`config.mk`:
```
export PLATFORM = sky130hd
export DESIGN_NAME = dtc_timer_pair
export DESIGN_NICKNAME = d
export VERILOG_FILES = /design/src/verilog/dtc_pkg.sv /design/src/verilog/dtc_pin_sample.sv /design/src/verilog/dtc_timer_pair.sv
export SDC_FILE = /design/constraint.sdc
export NUM_CORES = 1
export LEC_CHECK = 0
export ABC_AREA = 1
export BUFFER_PORTS_ARGS = -buffer_cell sky130_fd_sc_hd__buf_2
export CAP_MARGIN = 20
export CORE_UTILIZATION = 66
export CTS_CLUSTER_DIAMETER = 60
export DETAILED_ROUTE_END_ITERATION = 10
export PLACE_DENSITY_LB_ADDON = 0.05
export SLEW_MARGIN = 25
export SYNTH_ARGS = -nofsm -noshare
export SYNTH_HDL_FRONTEND = slang
export SYNTH_HIERARCHICAL = 1
export SYNTH_SLANG_ARGS = --single-unit
```
`constraint.sdc`:
```
create_clock -name clock -period 3.07 [get_ports clock]
set_input_delay 0.307 -clock clock [delete_from_list [all_inputs] [get_ports clock]]
set_output_delay 0.307 -clock clock [all_outputs]
set_load 0.05 [all_outputs]
```
`src/verilog/dtc_pkg.sv`:
```
// constants and types shared by the dual timer/counter block
`default_nettype none

package dtc_pkg;

	// ------------------------------------------------------------
	// special function register addresses
	// ------------------------------------------------------------
	localparam int unsigned SFR_AW        = 8;
	localparam int unsigned SFR_DW        = 8;
	localparam logic [7:0]  ADDR_CTRL     = 8'h88;  // timer_irq_control
	localparam logic [7:0]  ADDR_MODE     = 8'h89;  // timer_mode_config
	localparam logic [7:0]  ADDR_T0_LOW   = 8'h8a;  // timer0_count_low
	localparam logic [7:0]  ADDR_T1_LOW   = 8'h8b;  // timer1_count_low
	localparam logic [7:0]  ADDR_T0_HIGH  = 8'h8c;  // timer0_count_high
	localparam logic [7:0]  ADDR_T1_HIGH  = 8'h8d;  // timer1_count_high

	// ------------------------------------------------------------
	// values after reset and for unmapped reads
	// ------------------------------------------------------------
	localparam logic [7:0]  RST_CTRL      = 8'h00;
	localparam logic [7:0]  RST_MODE      = 8'h00;
	localparam logic [7:0]  RST_COUNT     = 8'h00;
	localparam logic [7:0]  RST_RDATA     = 8'h00;
	localparam logic        RST_PIN_LEVEL = 1'b1;   // pins idle high
	localparam logic [7:0]  READ_UNMAPPED = 8'h00;

	// ------------------------------------------------------------
	// timer_irq_control field positions
	// ------------------------------------------------------------
	localparam int unsigned CTRL_OVF1     = 7;
	localparam int unsigned CTRL_RUN1     = 6;
	localparam int unsigned CTRL_OVF0     = 5;
	localparam int unsigned CTRL_RUN0     = 4;
	localparam int unsigned CTRL_IRQ1_REQ = 3;
	localparam int unsigned CTRL_IRQ1_TYP = 2;
	localparam int unsigned CTRL_IRQ0_REQ = 1;
	localparam int unsigned CTRL_IRQ0_TYP = 0;

	// ------------------------------------------------------------
	// timer_mode_config field positions
	// ------------------------------------------------------------
	localparam int unsigned MODE_GATE1    = 7;
	localparam int unsigned MODE_SEL1     = 6;
	localparam int unsigned MODE_FLD1_LSB = 4;
	localparam int unsigned MODE_GATE0    = 3;
	localparam int unsigned MODE_SEL0     = 2;
	localparam int unsigned MODE_FLD0_LSB = 0;
	localparam int unsigned MODE0_LOW_BITS = 5;     // low byte bits used in 13-bit mode

	// mode_field encodings
	typedef enum logic [1:0] {
		DTC_MODE_13   = 2'b00,
		DTC_MODE_16   = 2'b01,
		DTC_MODE_AUTO = 2'b10,
		DTC_MODE_SPLIT = 2'b11
	} dtc_mode_t;

endpackage

`default_nettype wire

```
`src/verilog/dtc_pin_sample.sv`:
```
// one machine-cycle sampler with falling-edge detect for an external pin
`timescale 1ns/1ps
`default_nettype none

module dtc_pin_sample (
	input  wire logic clock,
	input  wire logic rst_n,
	input  wire logic pin,
	output var  logic level,
	output var  logic fall
);
	import dtc_pkg::*;

	typedef struct packed {
		logic level;
		logic fall;
	} dtc_pin_state_t;

	dtc_pin_state_t s;
	dtc_pin_state_t next_s;

	// ------------------------------------------------------------
	// sampling
	// ------------------------------------------------------------
	// a fall is a high sample followed by a low one, so a glitch shorter
	// than a machine cycle may be missed entirely
	always_comb begin
		next_s       = s;
		next_s.level = pin;
		next_s.fall  = s.level & ~pin;
	end

	// state register
	always_ff @(posedge clock or negedge rst_n) begin
		if (!rst_n) begin
			s.level <= RST_PIN_LEVEL;
			s.fall  <= 1'b0;
		end else begin
			s <= next_s;
		end
	end

	assign level = s.level;
	assign fall  = s.fall;
endmodule // dtc_pin_sample

`default_nettype wire

```
`src/verilog/dtc_timer_pair.sv`:
```
// two timer/counters with run, gating, modes and external interrupt flags
`timescale 1ns/1ps
`default_nettype none

module dtc_timer_pair (
	input  wire logic                       clock,
	input  wire logic                       rst_n,
	input  wire logic [dtc_pkg::SFR_AW-1:0] sfr_addr,
	input  wire logic                       sfr_wr,
	input  wire logic [dtc_pkg::SFR_DW-1:0] sfr_wdata,
	output var  logic [dtc_pkg::SFR_DW-1:0] sfr_rdata,
	input  wire logic                       count_pin_0,
	input  wire logic                       count_pin_1,
	input  wire logic                       ext_irq0_pin,
	input  wire logic                       ext_irq1_pin,
	input  wire logic                       vector_ack_t0,
	input  wire logic                       vector_ack_t1,
	input  wire logic                       vector_ack_irq0,
	input  wire logic                       vector_ack_irq1,
	output var  logic                       overflow_flag_t0,
	output var  logic                       overflow_flag_t1,
	output var  logic                       ext_irq0_request,
	output var  logic                       ext_irq1_request,
	output var  logic                       t1_baud_tick
);
	import dtc_pkg::*;

	typedef struct packed {
		logic [7:0] tl0;
		logic [7:0] th0;
		logic [7:0] tl1;
		logic [7:0] th1;
		logic [7:0] timer_mode_config;
		logic [7:0] timer_irq_control;
		logic [7:0] rdata;
		logic       baud;
	} dtc_state_t;

	dtc_state_t s;
	dtc_state_t next_s;

	logic       cnt0_fall;
	logic       cnt1_fall;
	logic       irq0_lvl;
	logic       irq0_fall;
	logic       irq1_lvl;
	logic       irq1_fall;
	dtc_mode_t  mode0;
	dtc_mode_t  mode1;
	logic       split0;
	logic       en0;
	logic       en1;
	logic       wr_t0;
	logic       wr_t1;
	logic       wr_ctrl;

	// ------------------------------------------------------------
	// pin sampling
	// ------------------------------------------------------------
	// the external source must hold each level a full machine cycle
	dtc_pin_sample u_cnt0 (.clock(clock), .rst_n(rst_n), .pin(count_pin_0), .level(), .fall(cnt0_fall));
	dtc_pin_sample u_cnt1 (.clock(clock), .rst_n(rst_n), .pin(count_pin_1), .level(), .fall(cnt1_fall));
	dtc_pin_sample u_irq0 (.clock(clock), .rst_n(rst_n), .pin(ext_irq0_pin), .level(irq0_lvl), .fall(irq0_fall));
	dtc_pin_sample u_irq1 (.clock(clock), .rst_n(rst_n), .pin(ext_irq1_pin), .level(irq1_lvl), .fall(irq1_fall));

	// ------------------------------------------------------------
	// count enables
	// ------------------------------------------------------------
	// one clock is one machine cycle on the single-cycle core
	assign mode0  = dtc_mode_t'(s.timer_mode_config[MODE_FLD0_LSB +: 2]);
	assign mode1  = dtc_mode_t'(s.timer_mode_config[MODE_FLD1_LSB +: 2]);
	assign split0 = (mode0 == DTC_MODE_SPLIT);
	assign en0    = s.timer_irq_control[CTRL_RUN0] & (~s.timer_mode_config[MODE_GATE0] | irq0_lvl)
	                & (s.timer_mode_config[MODE_SEL0] ? cnt0_fall : 1'b1);
	// with timer 0 split, timer 1 loses its run bit but keeps its gate and pin select; mode three holds it
	assign en1    = (split0 ? 1'b1 : s.timer_irq_control[CTRL_RUN1]) & (~s.timer_mode_config[MODE_GATE1] | irq1_lvl)
	                & (s.timer_mode_config[MODE_SEL1] ? cnt1_fall : 1'b1);
	assign wr_t0  = sfr_wr && (sfr_addr == ADDR_T0_LOW || sfr_addr == ADDR_T0_HIGH);
	assign wr_t1  = sfr_wr && (sfr_addr == ADDR_T1_LOW || sfr_addr == ADDR_T1_HIGH);
	assign wr_ctrl = sfr_wr && (sfr_addr == ADDR_CTRL);

	// ------------------------------------------------------------
	// one count step: returns {carry, high, low}
	// ------------------------------------------------------------
	// the same step serves both timers, so modes 0 to 2 match by construction; in mode three timer 0 splits while timer 1 holds
	function automatic logic [16:0] dtc_step(dtc_mode_t m, logic [7:0] hi, logic [7:0] lo, logic en);
		logic [13:0] s13;
		logic [16:0] s16;
		logic [8:0]  s8;
		logic [16:0] r;
		s13 = {1'b0, hi, lo[MODE0_LOW_BITS-1:0]} + 14'h0001;
		s16 = {1'b0, hi, lo} + 17'h0_0001;
		s8  = {1'b0, lo} + 9'h001;
		r   = {1'b0, hi, lo};
		if (en) begin
			unique case (m)
				// upper three low bits are left untouched and mean nothing
				DTC_MODE_13:    r = {s13[13], s13[12:5], lo[7:5], s13[4:0]};
				DTC_MODE_16:    r = s16;
				DTC_MODE_AUTO:  r = {s8[8], hi, (s8[8] ? hi : s8[7:0])};
				DTC_MODE_SPLIT: r = {1'b0, hi, lo};
			endcase
		end
		return r;
	endfunction

	// ------------------------------------------------------------
	// next state
	// ------------------------------------------------------------
	always_comb begin
		logic [16:0] st0;
		logic [16:0] st1;
		logic [8:0]  lo_split;
		logic [8:0]  hi_split;
		logic        ovf0;
		logic        ovf1;
		next_s      = s;
		st0         = dtc_step(mode0, s.th0, s.tl0, en0);
		st1         = dtc_step(mode1, s.th1, s.tl1, en1);
		lo_split    = {1'b0, s.tl0} + 9'h001;
		hi_split    = {1'b0, s.th0} + 9'h001;
		ovf0        = st0[16];
		ovf1        = st1[16];
		next_s.baud = st1[16];
		next_s.tl0  = st0[7:0];
		next_s.th0  = st0[15:8];
		next_s.tl1  = st1[7:0];
		next_s.th1  = st1[15:8];
		if (split0) begin
			// low byte keeps timer 0 controls, high byte counts cycles on run1
			ovf0 = en0 & lo_split[8];
			next_s.tl0 = en0 ? lo_split[7:0] : s.tl0;
			ovf1 = s.timer_irq_control[CTRL_RUN1] & hi_split[8];
			next_s.th0 = s.timer_irq_control[CTRL_RUN1] ? hi_split[7:0] : s.th0;
		end
		// software writes take precedence over a count in the same cycle
		if (sfr_wr) begin
			unique case (sfr_addr)
				ADDR_T0_LOW:  next_s.tl0 = sfr_wdata;
				ADDR_T0_HIGH: next_s.th0 = sfr_wdata;
				ADDR_T1_LOW:  next_s.tl1 = sfr_wdata;
				ADDR_T1_HIGH: next_s.th1 = sfr_wdata;
				ADDR_MODE:    next_s.timer_mode_config = sfr_wdata;
				ADDR_CTRL:    next_s.timer_irq_control = sfr_wdata;
				default:      next_s.timer_mode_config = s.timer_mode_config;
			endcase
		end
		// overflow flags: vector clears, a same-cycle overflow wins
		if (vector_ack_t0) next_s.timer_irq_control[CTRL_OVF0] = 1'b0;
		if (ovf0) next_s.timer_irq_control[CTRL_OVF0] = 1'b1;
		if (vector_ack_t1) next_s.timer_irq_control[CTRL_OVF1] = 1'b0;
		if (ovf1) next_s.timer_irq_control[CTRL_OVF1] = 1'b1;
		// external request flags; level mode tracks the pin, edge mode is sticky
		if (next_s.timer_irq_control[CTRL_IRQ0_TYP]) begin
			if (vector_ack_irq0) next_s.timer_irq_control[CTRL_IRQ0_REQ] = 1'b0;
			if (irq0_fall) next_s.timer_irq_control[CTRL_IRQ0_REQ] = 1'b1;
		end else begin
			next_s.timer_irq_control[CTRL_IRQ0_REQ] = ~irq0_lvl;
		end
		if (next_s.timer_irq_control[CTRL_IRQ1_TYP]) begin
			if (vector_ack_irq1) next_s.timer_irq_control[CTRL_IRQ1_REQ] = 1'b0;
			if (irq1_fall) next_s.timer_irq_control[CTRL_IRQ1_REQ] = 1'b1;
		end else begin
			next_s.timer_irq_control[CTRL_IRQ1_REQ] = ~irq1_lvl;
		end
		// read data shows the state before this cycle's update
		unique case (sfr_addr)
			ADDR_CTRL:    next_s.rdata = s.timer_irq_control;
			ADDR_MODE:    next_s.rdata = s.timer_mode_config;
			ADDR_T0_LOW:  next_s.rdata = s.tl0;
			ADDR_T1_LOW:  next_s.rdata = s.tl1;
			ADDR_T0_HIGH: next_s.rdata = s.th0;
			ADDR_T1_HIGH: next_s.rdata = s.th1;
			default:      next_s.rdata = READ_UNMAPPED;
		endcase
	end

	// state register
	always_ff @(posedge clock or negedge rst_n) begin
		if (!rst_n) begin
			s.tl0   <= RST_COUNT;
			s.th0   <= RST_COUNT;
			s.tl1   <= RST_COUNT;
			s.th1   <= RST_COUNT;
			s.timer_mode_config  <= RST_MODE;
			s.timer_irq_control  <= RST_CTRL;
			s.rdata <= RST_RDATA;
			s.baud  <= 1'b0;
		end else begin
			s <= next_s;
		end
	end

	// outputs straight from the state register
	assign sfr_rdata        = s.rdata;
	assign overflow_flag_t0 = s.timer_irq_control[CTRL_OVF0];
	assign overflow_flag_t1 = s.timer_irq_control[CTRL_OVF1];
	assign ext_irq0_request = s.timer_irq_control[CTRL_IRQ0_REQ];
	assign ext_irq1_request = s.timer_irq_control[CTRL_IRQ1_REQ];
	assign t1_baud_tick     = s.baud;
endmodule // dtc_timer_pair

`default_nettype wire

```
==> results.py <==
metrics = {
    "timing": {
        "clock.fmax_mhz": 381,
        "period_share": 0.856,
        "setup_violations": 0,
        "rsz0062_at_grt": "false",
        "period_needed_ns": 2.63,
        "setup_tns_ns": 0,
        "holdWs_ns": 0.0648,
        "fin_skew_ns": 0.0185,
        "tightest_slew_ns": 0.762,
        "hold_viol": 0,
        "slew_violations": 0,
        "slew_headroom": 0.492,
    },
    "critical_path": {
        "path_buf_inv": 2,
        "worstPathArrival_ns": 2.92,
        "startpoint_type": "flip-flop",
        "critPathTopFamily": "simple AND/OR/NAND/NOR gates",
        "crit_fanout": 18,
        "worst_path_largest_cell_delay_ns": 0.68,
        "criticalPathCategory": "reg -> reg",
        "worstPathCellList": "ha_1 > inv_2 > nand2_4 > nand3_4 > nor2_2 > nand3_4 > inv_2 > nand2_2 > o21bai_2 > nand3_1 > nand2_1",
        "crit_path_end_kind": "flip-flop",
        "crit_slowest_cell": "ha_1",
        "required_ns": 3.36,
    },
    "synth": {
        "synth_cell_types": 43,
        "synth_seq_cells": 65,
        "ys_warn_count": 6,
        "synth-edff-count": 0,
        "synth_seq_area_share": 0.332,
        "postSynthAreaPerCell_sq_um": 6.92,
        "syn_area_sq_um": 4920,
        "ys_async_sr_fraction": 1.00,
        "syn-num-nets": 744,
        "synth-main-ff-cell": "dfrtp_1",
        "synth_cells": 711,
    },
    "cts": {
        "cts.clk_slew.worst_paths_ns": 0.09,
        "root_buffer": "clkbuf_8",
        "clock_latency_ns": 0.36,
        "cts_htree_levels": 3,
        "cts.sinks": 65,
        "cts_buffers": 9,
        "cts_max_path_buffers": 2,
        "cts_tree": "done",
        "cts_setup_buffers": 0,
    },
    "die": {
        "core_sq_um": 7210,
        "die-area_sq_um": 7800,
        "die_w_um": 88.3,
        "start_util": 0.682,
        "chipHeight_um": 88.3,
        "ios": 40,
        "fp-row-count": 31,
    },
    "drt": {
        "ant_nets": 0,
        "vias": 5330,
        "drt_iter0_drc": 751,
        "routed_via_density": 6.30,
        "drc_errors": 0,
        "first_pass_iters": 6,
        "wirelength_um": 15700,
        "routedWlPerCell_um": 18.5,
    },
    "finish": {
        "drive_above_1_share": 0.173,
        "nets": 775,
        "syn2layout_area_growth_pct": 8.88,
        "antennaDiodeCount": 0,
    },
    "place": {
        "numPortBuffers": 39,
        "place.gp.congestion": 1.05,
        "dp_hpwl_um": 11600,
    },
    "outcome": {
        "status": "complete, no violations",
    },
    "grt": {
        "grtUsageTotal": 0.413,
        "gr-total-overflow": 0,
        "grt_max_degree": 36,
        "grt_pass1_wl_um": 23800,
        "grt_pass1_vias": 4659,
        "antenna_found_initial": 0,
    },
    "hold_path": {
        "min_path_type": "in -> reg",
    },
    "power": {
        "leakagePower_nw": 2.72,
        "vdd_ir_drop_max_mv": 0.443,
        "powerDensity_nw_per_um2": 657,
    },
    "flow_run": {
        "drv_cap": 0,
    },
}
placed cells by master, fill, tap and decap left out, drive strengths merged:
| cell | synthesis | final |
|---|---|---|
| o22ai | 13 | 13 |
| bufinv | 0 | 3 |
| mux2 | 2 | 2 |
| nor2 | 88 | 88 |
| clkbuf | 1 | 11 |
| dlygate4sd3 | 0 | 1 |
| dfstp | 4 | 4 |
| ha | 6 | 6 |
| clkinv | 2 | 4 |
| o21ai | 51 | 51 |
| nand4 | 14 | 14 |
| inv | 98 | 98 |
| nor4 | 3 | 3 |
| buf | 22 | 42 |
| a21oi | 71 | 71 |
| xor2 | 8 | 8 |
| a22oi | 5 | 5 |
| a31oi | 6 | 6 |
| nand3 | 59 | 59 |
| xnor2 | 1 | 1 |
| nand2 | 170 | 170 |
| o21bai | 1 | 1 |
| o211ai | 6 | 6 |
| dfrtp | 61 | 61 |
| nor3 | 14 | 14 |
| o31ai | 2 | 2 |
| o221ai | 3 | 3 |
metal layers:
layer	vias to the layer above	wire [um]	track usage
met5	-	0	0
met3	63	2080	0.0840
met4	0	575	0.170
met1	2435	6260	0.595
met2	424	6740	0.608
li1	2408	-	-
sequential cells by signal (all words and copies together) (netlist names), 2 cells and up:
| register | flops |
|---|---|
| s | 40 |
| mode1 | 2 |
| mode0 | 2 |
| sfr_rdata | 8 |
power by group:
part / total, mW / switching [mW] / internal [mW] / leakage, nW
Combinational: 1.34 / 0.913 / 0.428 / 1.84
Sequential: 1.28 / 0.266 / 1.02 / 0.765
Clock: 0.896 / 0.355 / 0.541 / 0.118
what timing repair did:
action                    in CTS  in global routing
hold buffers                   1                  0
resized for setup              0                  0
hold endpoints to repair      10                  0
Yosys cell counts (6+ instances only):
cell type	n	share of area
xor2_1	8	0.014
ha_1	6	0.015
nor3_1	12	0.012
o22ai_1	13	0.017
nand4_1	13	0.017
nand2_2	13	0.017
a21oi_1	67	0.068
nand2_1	152	0.12
a31oi_1	6	0.0076
nand3_1	53	0.054
nor2_1	72	0.055
inv_1	86	0.066
dfrtp_1	61	0.31
nor2_2	9	0.011
o21ai_1	8	0.0081
buf_4	12	0.018
o21ai_0	40	0.041
buf_2	9	0.0092
inv_2	12	0.0092
final cells by class:
cell class / instances / area (sq um)
Tap cell: 99 / 124
Inverter: 100 / 378
Sequential cell: 65 / 1630
Clock buffer: 11 / 131
Timing Repair Buffer: 43 / 228
Clock inverter: 5 / 104
Multi-Input combinational cell: 523 / 2760
Fill cell: 581 / 1860
cell families (layout without fill, tap and decap cells):
family	Yosys count	after routing	synth area share
AO/OA/AOI/OAI	158	158	0.182
XOR/XNOR	9	9	0.0160
adder cells (fa/ha/maj)	6	6	0.0153
buffers and inverters	123	159	0.107
flip-flops	65	65	0.332
multiplexers	2	2	0.00458
AND/OR/NAND/NOR	348	348	0.343
through the flow:
stage	worst slack (ns)	util	std cells	area (sq um)	power (mW)
2_1_floorplan	1.35	-	711	4920	2.19
3_3_place_gp	0.750	0.708	829	5110	2.53
3_5_place_dp	0.603	0.708	829	5110	2.56
4_1_cts	0.556	0.742	846	5350	3.44
5_1_grt	0.379	0.742	846	5350	3.69
6_report	0.443	0.742	846	5350	3.52
path summary, 6_finish.rpt:
path,start,end,slack (ns),cells past startpoint
setup / recovery,mode0[0],s[27],0.44,11
hold / removal,count_pin_1,u_cnt1/level,0.06,1
setup reg to reg,mode0[0],s[27],0.44,11
hold reg to reg,u_cnt1/level,u_cnt1/fall,0.48,2
max in group asynchronous,rst_n,s[19],2.21,3
min in group asynchronous,rst_n,s[39],0.50,3
(Power assumes the default switching activity.)
